## src/shared/tcc_regs.vh

```
`ifndef TCC_REGS_VH
`define TCC_REGS_VH

// ----------------------------------------
// Register byte offsets
// ----------------------------------------
`define TCC_OFS_MODE 8'h00
`define TCC_OFS_PRESCALE 8'h04
`define TCC_OFS_CAPCTL 8'h08
`define TCC_OFS_COUNT 8'h0C
`define TCC_OFS_CCA 8'h10
`define TCC_OFS_CCB 8'h14

// ----------------------------------------
// Field positions
// ----------------------------------------
`define TCC_MODE_OVF_BIT 0
`define TCC_MODE_OP_HI 3
`define TCC_MODE_OP_LO 2
`define TCC_PRE_CLK_HI 1
`define TCC_PRE_CLK_LO 0
`define TCC_PRE_ESA_HI 5
`define TCC_PRE_ESA_LO 4
`define TCC_PRE_ESB_HI 7
`define TCC_PRE_ESB_LO 6
`define TCC_CAP_A_BIT 0
`define TCC_CAP_B_BIT 1

// ----------------------------------------
// Encodings
// ----------------------------------------
`define TCC_OP_STOP 2'h0
`define TCC_OP_EDGE_CLR 2'h1
`define TCC_OP_FREE 2'h2
`define TCC_OP_MATCH_CLR 2'h3
`define TCC_CLK_FX 2'h0
`define TCC_CLK_FX_DIV4 2'h1
`define TCC_CLK_FX_DIV64 2'h2
`define TCC_CLK_INPUT_A 2'h3
`define TCC_ES_FALL 2'h0
`define TCC_ES_RISE 2'h1
`define TCC_ES_NONE 2'h2
`define TCC_ES_BOTH 2'h3

// ----------------------------------------
// Divider masks and reset values
// ----------------------------------------
`define TCC_MASK_FX 6'h00
`define TCC_MASK_DIV4 6'h03
`define TCC_MASK_DIV64 6'h3F
`define TCC_MASK_DIV8 6'h07
`define TCC_CNT_MAX 16'hFFFF
`define TCC_CNT_ZERO 16'h0000
`define TCC_RST_BYTE 8'h00

`endif

```

## src/design/tcc_edge_filter.v

```verilog
`timescale 1ns/1ps
`default_nettype none

module tcc_edge_filter (
  // Clock and reset
  input wire pclk,
  input wire presetn,
  // Pin and sampling strobe
  input wire pin,
  input wire sample_tick,
  // Filtered level
  output reg level
);

  reg sync1_reg;
  reg sync2_reg;
  reg sample_reg;

  // Two-stage synchroniser, then level accepted after two equal samples
  always @(posedge pclk or negedge presetn) begin
    if (!presetn) begin
      sync1_reg <= 1'b0;
      sync2_reg <= 1'b0;
      sample_reg <= 1'b0;
      level <= 1'b0;
    end else begin
      sync1_reg <= pin;
      sync2_reg <= sync1_reg;
      if (sample_tick) begin
        sample_reg <= sync2_reg;
        if (sample_reg == sync2_reg) begin
          level <= sync2_reg;
        end
      end
    end
  end

endmodule // tcc_edge_filter

`default_nettype wire

```

## src/design/tcc_timer.v

```verilog
// The APB register port and the address map are this design's own decisions.
`timescale 1ns/1ps
`default_nettype none
`include "tcc_regs.vh"

// Summary of operation
// Match-clear mode needs both compare values nonzero
// Capture proceeds during read; interrupt still raised
// Stop timer before changing input A edge
// Overflow flag sets on FFFF to 0000
// Clearing flag before count 0001 is ignored
// Avoid compare writes near the match time
// Counter reads never capture into register B
// Stopped timer ignores both input pins
// Input A as clock blocks its capture
// Both edges on input A: no capture
// Trigger pulse must exceed two count clocks
// Capture at count-clock fall, interrupt at rise
// Late compare rewrite may misfire or miss clear
// Compare-mode register ignores capture triggers
// High input after reset gives immediate edge
// Noise filter needs two equal samples
// Stop timer before clock-stop modes
// Start is not aligned to count clock
// Sixteen-bit up counter, cleared by reset
module tcc_timer #(
  parameter ADDR_W = 8,
  parameter CNT_W = 16,
  parameter PRE_W = 6
) (
  // APB clock and reset
  input wire pclk,
  input wire presetn,
  // APB request
  input wire psel,
  input wire penable,
  input wire pwrite,
  input wire [ADDR_W-1:0] paddr,
  input wire [31:0] pwdata,
  // APB answer
  output reg [31:0] prdata,
  output reg pready,
  output reg pslverr,
  // Timer input pins
  input wire timer_input_a,
  input wire timer_input_b,
  // Events and status
  output reg capture_match_irq,
  output reg capture_b_irq,
  output reg overflow_flag
);

  // ----------------------------------------
  // Functions
  // ----------------------------------------

  // Valid edge test for one filtered input
  function edge_hit;
    input [1:0] sel;
    input prev;
    input cur;
    begin
      case (sel)
        `TCC_ES_FALL: edge_hit = prev & ~cur;
        `TCC_ES_RISE: edge_hit = ~prev & cur;
        `TCC_ES_BOTH: edge_hit = prev ^ cur;
        default: edge_hit = 1'b0;
      endcase
    end
  endfunction

  // Divider mask for the selected count clock
  function [PRE_W-1:0] div_mask;
    input [1:0] sel;
    begin
      case (sel)
        `TCC_CLK_FX: div_mask = `TCC_MASK_FX;
        `TCC_CLK_FX_DIV4: div_mask = `TCC_MASK_DIV4;
        default: div_mask = `TCC_MASK_DIV64;
      endcase
    end
  endfunction

  // ----------------------------------------
  // Declarations
  // ----------------------------------------
  reg [1:0] op_mode_reg;
  reg [7:0] prescaler_mode_reg;
  reg [1:0] capctl_reg;
  reg [CNT_W-1:0] main_counter_16;
  reg [CNT_W-1:0] capture_compare_a;
  reg [CNT_W-1:0] capture_compare_b;
  reg [PRE_W-1:0] pre_reg;
  reg ext_fall_reg;
  reg seen_run_reg;
  reg prev_a_reg;
  reg prev_b_reg;
  reg cap_a_pend_reg;
  reg cap_b_pend_reg;
  reg irq_a_pend_reg;
  reg irq_b_pend_reg;
  reg ovf_zone_reg;
  reg [31:0] rd_next;
  reg rd_hit;

  wire lvl_a;
  wire lvl_b;
  wire running;
  wire [1:0] clk_sel;
  wire [1:0] es_a;
  wire [1:0] es_b;
  wire [PRE_W-1:0] mask;
  wire pre_rise;
  wire pre_fall;
  wire ext_clk;
  wire tick_8;
  wire sample_a;
  wire a_edge;
  wire b_edge;
  wire cnt_rise;
  wire cnt_fall;
  wire trig_b;
  wire trig_a;
  wire match_clr;
  wire match_a;
  wire match_b;
  wire roll;
  wire setup_ph;
  wire wr_acc;
  wire ovf_clr;

  // ----------------------------------------
  // Field decode and count clock
  // ----------------------------------------

  // Mode and edge fields
  assign running = (op_mode_reg != `TCC_OP_STOP);
  assign clk_sel = prescaler_mode_reg[`TCC_PRE_CLK_HI:`TCC_PRE_CLK_LO];
  assign es_a = prescaler_mode_reg[`TCC_PRE_ESA_HI:`TCC_PRE_ESA_LO];
  assign es_b = prescaler_mode_reg[`TCC_PRE_ESB_HI:`TCC_PRE_ESB_LO];
  assign ext_clk = (clk_sel == `TCC_CLK_INPUT_A);

  // Internal count clock phases from the free prescaler
  assign mask = div_mask(clk_sel);
  assign pre_rise = ((pre_reg & mask) == mask);
  assign pre_fall = ((pre_reg & mask) == (mask >> 1));
  assign tick_8 = ((pre_reg & `TCC_MASK_DIV8) == `TCC_MASK_DIV8);

  // Input A sampled at fx/8 as a clock, at count clock as a trigger
  assign sample_a = ext_clk ? tick_8 : pre_rise;

  // Edges are seen only while running
  assign a_edge = running & edge_hit(es_a, prev_a_reg, lvl_a);
  assign b_edge = running & edge_hit(es_b, prev_b_reg, lvl_b);

  // Count clock rise and fall strobes
  assign cnt_rise = running & (ext_clk ? a_edge : pre_rise);
  assign cnt_fall = running & (ext_clk ? ext_fall_reg : pre_fall);

  // Capture triggers; input A capture barred as clock or on both edges
  assign trig_b = a_edge & capctl_reg[`TCC_CAP_B_BIT] & ~ext_clk & (es_a != `TCC_ES_BOTH);
  assign trig_a = b_edge & capctl_reg[`TCC_CAP_A_BIT];

  // Compare matches use the register value at the tick
  assign match_a = (main_counter_16 == capture_compare_a);
  assign match_b = (main_counter_16 == capture_compare_b);
  assign match_clr = (op_mode_reg == `TCC_OP_MATCH_CLR) & match_a;
  assign roll = cnt_rise & (main_counter_16 == `TCC_CNT_MAX);

  // APB phases
  assign setup_ph = psel & ~penable;
  assign wr_acc = psel & penable & pwrite & pready;
  assign ovf_clr = wr_acc & (paddr == `TCC_OFS_MODE) & ~pwdata[`TCC_MODE_OVF_BIT];

  // ----------------------------------------
  // Input filters
  // ----------------------------------------
  tcc_edge_filter u_filt_a (
    .pclk(pclk),
    .presetn(presetn),
    .pin(timer_input_a),
    .sample_tick(sample_a),
    .level(lvl_a)
  );

  tcc_edge_filter u_filt_b (
    .pclk(pclk),
    .presetn(presetn),
    .pin(timer_input_b),
    .sample_tick(pre_rise),
    .level(lvl_b)
  );

  // ----------------------------------------
  // Prescaler and edge history
  // ----------------------------------------

  // Free prescaler, never restarted by timer start
  always @(posedge pclk or negedge presetn) begin
    if (!presetn) begin
      pre_reg <= {PRE_W{1'b0}};
      ext_fall_reg <= 1'b0;
    end else begin
      pre_reg <= pre_reg + {{(PRE_W-1){1'b0}}, 1'b1};
      ext_fall_reg <= ext_clk & a_edge;
    end
  end

  // Previous levels stay low until first run after reset
  always @(posedge pclk or negedge presetn) begin
    if (!presetn) begin
      seen_run_reg <= 1'b0;
      prev_a_reg <= 1'b0;
      prev_b_reg <= 1'b0;
    end else begin
      if (running) begin
        seen_run_reg <= 1'b1;
      end
      if (running | seen_run_reg) begin
        prev_a_reg <= lvl_a;
        prev_b_reg <= lvl_b;
      end
    end
  end

  // ----------------------------------------
  // Counter, captures and events
  // ----------------------------------------

  // Up counter with match clear and edge clear
  always @(posedge pclk or negedge presetn) begin
    if (!presetn) begin
      main_counter_16 <= `TCC_CNT_ZERO;
    end else if (!running) begin
      main_counter_16 <= `TCC_CNT_ZERO;
    end else if ((op_mode_reg == `TCC_OP_EDGE_CLR) & a_edge) begin
      main_counter_16 <= `TCC_CNT_ZERO;
    end else if (cnt_rise) begin
      if (match_clr) begin
        main_counter_16 <= `TCC_CNT_ZERO;
      end else begin
        main_counter_16 <= main_counter_16 + {{(CNT_W-1){1'b0}}, 1'b1};
      end
    end
  end

  // Capture pending until the count clock falls
  always @(posedge pclk or negedge presetn) begin
    if (!presetn) begin
      cap_a_pend_reg <= 1'b0;
      cap_b_pend_reg <= 1'b0;
      irq_a_pend_reg <= 1'b0;
      irq_b_pend_reg <= 1'b0;
    end else begin
      if (cnt_fall & (cap_a_pend_reg | trig_a)) begin
        cap_a_pend_reg <= 1'b0;
        irq_a_pend_reg <= 1'b1;
      end else if (trig_a) begin
        cap_a_pend_reg <= 1'b1;
      end else if (cnt_rise & irq_a_pend_reg) begin
        irq_a_pend_reg <= 1'b0;
      end
      if (cnt_fall & (cap_b_pend_reg | trig_b)) begin
        cap_b_pend_reg <= 1'b0;
        irq_b_pend_reg <= 1'b1;
      end else if (trig_b) begin
        cap_b_pend_reg <= 1'b1;
      end else if (cnt_rise & irq_b_pend_reg) begin
        irq_b_pend_reg <= 1'b0;
      end
      if (!running) begin
        cap_a_pend_reg <= 1'b0;
        cap_b_pend_reg <= 1'b0;
        irq_a_pend_reg <= 1'b0;
        irq_b_pend_reg <= 1'b0;
      end
    end
  end

  // Interrupt pulses on the count clock rise
  always @(posedge pclk or negedge presetn) begin
    if (!presetn) begin
      capture_match_irq <= 1'b0;
      capture_b_irq <= 1'b0;
    end else begin
      capture_match_irq <= cnt_rise & (irq_a_pend_reg | (~capctl_reg[`TCC_CAP_A_BIT] & match_a));
      capture_b_irq <= cnt_rise & (irq_b_pend_reg | (~capctl_reg[`TCC_CAP_B_BIT] & match_b));
    end
  end

  // Overflow flag; a clear inside the zero count is lost
  always @(posedge pclk or negedge presetn) begin
    if (!presetn) begin
      overflow_flag <= 1'b0;
      ovf_zone_reg <= 1'b0;
    end else begin
      if (roll | (match_clr & cnt_rise & (capture_compare_a == `TCC_CNT_MAX))) begin
        overflow_flag <= 1'b1;
        ovf_zone_reg <= 1'b1;
      end else begin
        if (ovf_clr & ~ovf_zone_reg) begin
          overflow_flag <= 1'b0;
        end
        if (cnt_rise | ~running) begin
          ovf_zone_reg <= 1'b0;
        end
      end
    end
  end

  // ----------------------------------------
  // Register file
  // ----------------------------------------

  // Software writes and hardware captures
  always @(posedge pclk or negedge presetn) begin
    if (!presetn) begin
      op_mode_reg <= `TCC_OP_STOP;
      prescaler_mode_reg <= `TCC_RST_BYTE;
      capctl_reg <= 2'h0;
      capture_compare_a <= `TCC_CNT_ZERO;
      capture_compare_b <= `TCC_CNT_ZERO;
    end else begin
      if (wr_acc) begin
        case (paddr)
          `TCC_OFS_MODE: op_mode_reg <= pwdata[`TCC_MODE_OP_HI:`TCC_MODE_OP_LO];
          `TCC_OFS_PRESCALE: prescaler_mode_reg <= pwdata[7:0];
          `TCC_OFS_CAPCTL: capctl_reg <= pwdata[1:0];
          `TCC_OFS_CCA: capture_compare_a <= pwdata[CNT_W-1:0];
          `TCC_OFS_CCB: capture_compare_b <= pwdata[CNT_W-1:0];
          default: op_mode_reg <= op_mode_reg;
        endcase
      end
      // Capture wins over a coinciding software write
      if (cnt_fall & (cap_a_pend_reg | trig_a)) begin
        capture_compare_a <= main_counter_16;
      end
      if (cnt_fall & (cap_b_pend_reg | trig_b)) begin
        capture_compare_b <= main_counter_16;
      end
    end
  end

  // Read multiplexer; counter read has no side effect
  always @* begin
    rd_next = 32'h00000000;
    rd_hit = 1'b1;
    case (paddr)
      `TCC_OFS_MODE: rd_next = {28'h0000000, op_mode_reg, 1'b0, overflow_flag};
      `TCC_OFS_PRESCALE: rd_next = {24'h000000, prescaler_mode_reg};
      `TCC_OFS_CAPCTL: rd_next = {30'h00000000, capctl_reg};
      `TCC_OFS_COUNT: rd_next = {16'h0000, main_counter_16};
      `TCC_OFS_CCA: rd_next = {16'h0000, capture_compare_a};
      `TCC_OFS_CCB: rd_next = {16'h0000, capture_compare_b};
      default: rd_hit = 1'b0;
    endcase
  end

  // APB answer, ready one cycle after setup
  always @(posedge pclk or negedge presetn) begin
    if (!presetn) begin
      prdata <= 32'h00000000;
      pready <= 1'b0;
      pslverr <= 1'b0;
    end else begin
      pready <= setup_ph;
      pslverr <= setup_ph & ~rd_hit;
      if (setup_ph & ~pwrite) begin
        prdata <= rd_next;
      end
    end
  end

endmodule // tcc_timer

`default_nettype wire

```

## config.mk

```make
export PLATFORM = sky130hd
export DESIGN_NAME = tcc_timer
export DESIGN_NICKNAME = d
export VERILOG_FILES = /design/src/design/tcc_edge_filter.v /design/src/design/tcc_timer.v
export VERILOG_INCLUDE_DIRS = /design/src /design/src/shared
export SDC_FILE = /design/constraint.sdc
export NUM_CORES = 1
export LEC_CHECK = 0
export BUFFER_PORTS_ARGS = -buffer_cell sky130_fd_sc_hd__buf_2
export CAP_MARGIN = 30
export CORE_MARGIN = 2
export CORE_UTILIZATION = 49
export CTS_BUF_LIST = sky130_fd_sc_hd__clkbuf_8
export DETAILED_ROUTE_END_ITERATION = 8
export HOLD_SLACK_MARGIN = 0.06
export PLACE_DENSITY_LB_ADDON = 0.15
export SLEW_MARGIN = 20
export SYNTH_ARGS = -nofsm -noshare
export SYNTH_HDL_FRONTEND = slang
export SYNTH_SLANG_ARGS = --single-unit
```

## constraint.sdc

```tcl
create_clock -name pclk -period 3.3 [get_ports pclk]
set_input_delay 0.165 -clock pclk [delete_from_list [all_inputs] [get_ports pclk]]
set_output_delay 0.165 -clock pclk [all_outputs]
set_load 0.01 [all_outputs]
```

; ---- Word level (Yosys, flattened, before mapping)
; Cells that the tools add are included.
[totals]
register_bits = 120
input_bits = 47
output_inout_bits = 37
[classes]
n_addsub = 2
n_eq_ne = 30
n_mux = 36
bitwise = 58
reduce_logical = 21
[ops]
columns = operator, n
row1 = two-way mux 16 bit, 10
row2 = one-hot mux 16 bit (6 select lines), 1
row3 = bitwise AND 1 bit, 35
row4 = equality test 16 bit, 2
row5 = "equality test 16 bit, second input constant", 2
row6 = two-way mux 1 bit, 22
row7 = AND reduction 2 bit, 9
row8 = "adder 16 x 1 -> 16 bit, second input constant", 1
row9 = "equality test 8 x 4 -> 1 bit, second input constant", 2
row10 = "equality test 8 x 5 -> 1 bit, second input constant", 2
row11 = "!= test 3 x 1 -> 1 bit, second input constant", 5
row12 = nonzero test 2 bit, 7
row13 = inverter 1 bit, 13
row14 = one-hot mux 6 bit (2 select lines), 1
row15 = "equality test 2 x 1 -> 1 bit, second input constant", 4
row16 = "equality test 2 bit, second input constant", 4
row17 = "equality test 8 x 3 -> 1 bit, second input constant", 1
row18 = zero test 8 bit, 1
row19 = bitwise OR 1 bit, 7
row20 = "adder 6 x 1 -> 6 bit, second input constant", 1
row21 = bitwise AND 6 bit, 1
row22 = equality test 6 x 5 -> 1 bit, 1
row23 = equality test 6 bit, 1
row24 = zero test 2 bit, 3
row25 = 7 further kinds, 11

; ---- Longest topological paths before layout
[logic_depth]
word_depth = 11
ltp_mapped = 9
ltp_nobuf = 7

; ---- Modules after synthesis
; Synthesis repeated with hierarchy kept, for this count alone.
[hier_totals]
hier_cells = 567
hier_area_um2 = 5636.7
[modules_own_cells]
columns = mod, n_inst, cells_per_inst, area_each_um2, seq_area_each_um2
row1 = tcc_timer, 1, 551, 5368.9, 2402.3
row2 = tcc_edge_filter, 2, 8, 133.9, 100.1

; ---- Least setup slack after synthesis
; Ideal clock, no wire load.
[synth_path]
kind = reg2reg
from = register prev_a_reg
to = register capture_compare_b[8]
setup_ps = 128
t_arrival_ps = 2346
required_ps = 3172
setup_slack_ps = 826
path_stages_with_launch = 9
period_less_slack_ps = 2474
path_cell_list = dfrtp_1 > inv_1 > ha_1 > and2_1 > o21ai_2 > o2111ai_1 > a211oi_2 > buf_2 > mux2_1
[synth_via]
elab_chain_len = 11
[synth_rtl]
columns = element, line
row1 = from (decl), tcc_timer.v:96  ; reg prev_a_reg;
row2 = from (signal assigned), tcc_timer.v:220  ; prev_a_reg <= lvl_a;
row3 = inverter 1 bit, tcc_timer.v:65  ; `TCC_ES_RISE: edge_hit = ~prev & cur;
row4 = bitwise AND 1 bit, tcc_timer.v:65
row5 = one-hot mux 1 bit (3 select lines) *, tcc_timer.v:63  ; case (sel)
row6 = bitwise AND 1 bit *, tcc_timer.v:153  ; assign a_edge = running & edge_hit(es_a, prev_a_reg, lvl_a);
row7 = bitwise AND 1 bit * (3 in a row), tcc_timer.v:161  ; assign trig_b = a_edge & capctl_reg[`TCC_CAP_B_BIT] & ~ext_clk & (es_a != `TCC_ES_BOTH);
row8 = bitwise OR 1 bit *, tcc_timer.v:338  ; if (cnt_fall & (cap_b_pend_reg | trig_b)) begin
row9 = bitwise AND 1 bit *, tcc_timer.v:338
row10 = nonzero test 2 bit (no source line), n/a
row11 = AND reduction 2 bit (no source line), n/a
row12 = to (signal assigned), tcc_timer.v:322  ; capture_compare_b <= `TCC_CNT_ZERO;
row13 = to (signal assigned), tcc_timer.v:330  ; `TCC_OFS_CCB: capture_compare_b <= pwdata[CNT_W-1:0];
row14 = to (signal assigned), tcc_timer.v:339  ; capture_compare_b <= main_counter_16;
row15 = to (decl), tcc_timer.v:92  ; reg [CNT_W-1:0] capture_compare_b;
; Every way passes the cells marked *; elsewhere a longest branch is shown, timed or not.
; A chain may end at the register's enable or synchronous reset.

; ---- Worst setup path after layout
[layout_path]
from = register prev_a_reg
to = register capture_compare_b[2]
; Same word-level chain as after synthesis.

==> metrics.txt <==
status=finished clean; largest net degree at the start of global routing=between 50 and 60; Die Wd=113 um; I/O Pins=84; Wirelength per Cell=19.3 um; adder-cell share of the synthesized area=1.49%; CTS tree=yes; Tightest Hold Check Type=in2reg; worst slew pin tran=0.630 ns; Hold Path Depth=2; # port buffers=51; crit path max fanout=17; Pwr Density=350 mW/mm2; Routed Antenna Nets=0; f_max=0.413 GHz; area grow syn2layout=9.71%; initial core utilization=50.8%; Post-synth EDFFs=0; RSZ-0062 raised after global routing=no; static leakage=2.99 nW; register area share after synthesis=between 40% and 50%; xor and xnor area share after synthesis=5.22%; clk sinks=104; clock-pin slew on the worst setup and hold paths=0.10 ns; Critical Path RT=3.58 ns; largest family of logic cells by synthesized area=multiplexers; fin cells=743; post-route clock period utilization=73.4%; Post-Synth Simple-Gate Area=13.1%; WS Path Type=reg2reg; H-tree level count=3; drt first-iter violations=295; GRT overflow=0; Max transition margin=58.0%; Clock Skew=0.0103 ns; Max-Cap Viols=0; layout cells sized above 1=22.5%; Crit path depth=8; Root Buffer=clkbuf_8; Ys Warns=0; Die Y=between 100 and 150 um; CTS Buffer Depth=2; DRC=0; post-CTS sizing=0; worst r2r path cells=8; Final nets=649; Hold Fails Final Rpt=0; max incr delay on CP=0.39 ns; first-pass GRT wire length=23900 um; routed vias/inst=between 5 and 6; Post-Syn Instances=551; Clk Latency, worst-skew pair=0.39 ns; setup_tns=0 ns; die area=0.0129 mm2; Period minus WS final=2.42 ns; Post-DP HPWL=10300 um; CP Cell Sequence=inv_1 > ha_1 > and2_1 > o21ai_2 > o2111ai_1 > a211oi_2 > buf_4 > mux2_2; buffer and inverter count on the worst path=2; compound-cell area share of the yosys netlist=between 10% and 20%; Core ar.=0.0116 mm2; most common cell after layout, fill and taps aside=dfrtp_1; crit path capture type=flop; post-route setup slack=approximately 0.9 ns; Post-synth ARST share=100%; Vias=4452; initial antenna violation count=0; total CTS buffers=9; Placer Congestion=0.801; Tot GR Track Use=23.8%; crit path DAT=2.70 ns; top_reg_cell synth=dfrtp_1; slowest library cell on the worst path=dfrtp_1; most frequent cells in the layout=104 x dfrtp_1, 50 x buf_2, 42 x nand2_1, 38 x mux2_2, 24 x mux2_1; Antenna Diode Count=0; Synth cell types=59; cell count after placement=719; mux contribution to synthesized area=16.0%; mapped cell area=0.00587 mm2; syn_area_per_cell=roughly 11 um2; worst vdd rail ir drop=227 uV; cell row count=39; vias in the first global route=around 4.5k; routed wire length=about 14000 um; FF+latch count, synth=between 100 and 150; Slew Limit Fails=0; crit path launch type=flop; final setup vio count=0; First-pass DRT Iterations=7; pre-CTS WS=0.852 ns; Largest delay share family, worst path=compound AO/OA/AOI/OAI gates
-- timing repair --
item                                    CTS  global route
hold endpoints to repair                 38             0
endpoints found under the setup margin    0             0
setup buffers                             0             0
hold buffers                              8             0
-- cell usage after synthesis, types with 5 or more instances --
| cell | instances | area (um2) |
|---|---|---|
| a21oi_1 | 21 | 105 |
| a222oi_1 | 8 | 80.1 |
| a22o_1 | 7 | 61.3 |
| and3_1 | 6 | 37.5 |
| and4_1 | 5 | 43.8 |
| buf_4 | 20 | 150 |
| clkbuf_1 | 27 | 101 |
| dfrtp_1 | 104 | 2600 |
| ha_1 | 7 | 87.6 |
| inv_1 | 16 | 60.1 |
| mux2_1 | 24 | 270 |
| mux2_2 | 38 | 428 |
| mux2i_1 | 22 | 220 |
| nand2_1 | 42 | 158 |
| nand3_1 | 16 | 80.1 |
| nand4_1 | 12 | 75.1 |
| nor2_1 | 11 | 41.3 |
| o2111ai_1 | 6 | 52.6 |
| o211ai_1 | 13 | 97.6 |
| o21ai_0 | 22 | 110 |
| o31ai_1 | 6 | 45.0 |
| or4_1 | 10 | 75.1 |
| xnor2_1 | 18 | 158 |
| xor2_1 | 17 | 149 |
-- metal layers --
layer,up-vias,global-route usage [%],share of wire (%)
met5,-,0,0
met4,0,8.70,2.2
met3,22,3.29,4.1
met2,112,38.9,48
met1,2234,32.7,45
li1,2084,-,-
-- worst reg2reg max path, delay by kind of cell, from the launching register on --
kind                       cells  cell delay, ns
DFF                            1            0.39
muxes                          1            0.38
adders and majority gates      1            0.28
and+or+nand+nor                1            0.18
buffers and inverters          2            0.37
AOI/OAI and AO/OA              3            0.72
-- report_power, final --
group / switching, W / internal [W] / total [W]
Clock: 0.000460 / 0.000298 / 0.000757
Combinational: 0.000113 / 0.0000691 / 0.000182
Sequential: 0.0000189 / 0.00130 / 0.00132
Total: 0.000592 / 0.00166 / 0.00226
-- logic make-up (layout without fill, tap and decap cells) --
kind of cell | after synthesis | after routing
buf+inv | 71 | 105
mux | 85 | 85
flops | 104 | 104
xor+xnor | 35 | 35
fa+ha+maj | 7 | 7
simple gates | 136 | 136
other cells | 1 | 16
compound gates | 112 | 112
-- stage by stage --
stage          instance area (um2)  util (%)  hold slack, ns  total power [W]
5_1_grt                       6440      55.7          0.0662          0.00237
3_5_place_dp                  6180      53.5           0.137          0.00152
2_1_floorplan                 5930         -          -0.131          0.00144
3_3_place_gp                  6160      53.2           0.274          0.00151
6_report                      6440      55.7          0.0693          0.00226
4_1_cts                       6440      55.7          0.0654          0.00227
-- worst paths after layout --
path,start,end,slack (ns)
setup / recovery,prev_a_reg,capture_compare_b[2],0.88
hold / removal,psel,pready,0.07
setup reg to reg,prev_a_reg,capture_compare_b[2],0.88
hold reg to reg,u_filt_b.sync1_reg,u_filt_b.sync2_reg,0.36
max in group asynchronous,presetn,capture_compare_b[12],2.22
min in group asynchronous,presetn,pready,0.24
-- cell type report --
type / count / area, um2
clock inverters: 6 / 43.8
multi-input cells: 391 / 2960
fillers: 1051 / 5120
well taps: 143 / 179
clock buffers: 10 / 138
repair buffers: 73 / 463
inverters: 16 / 60.1
flip-flops and latches: 104 / 2600
(Power assumes the default switching activity.)
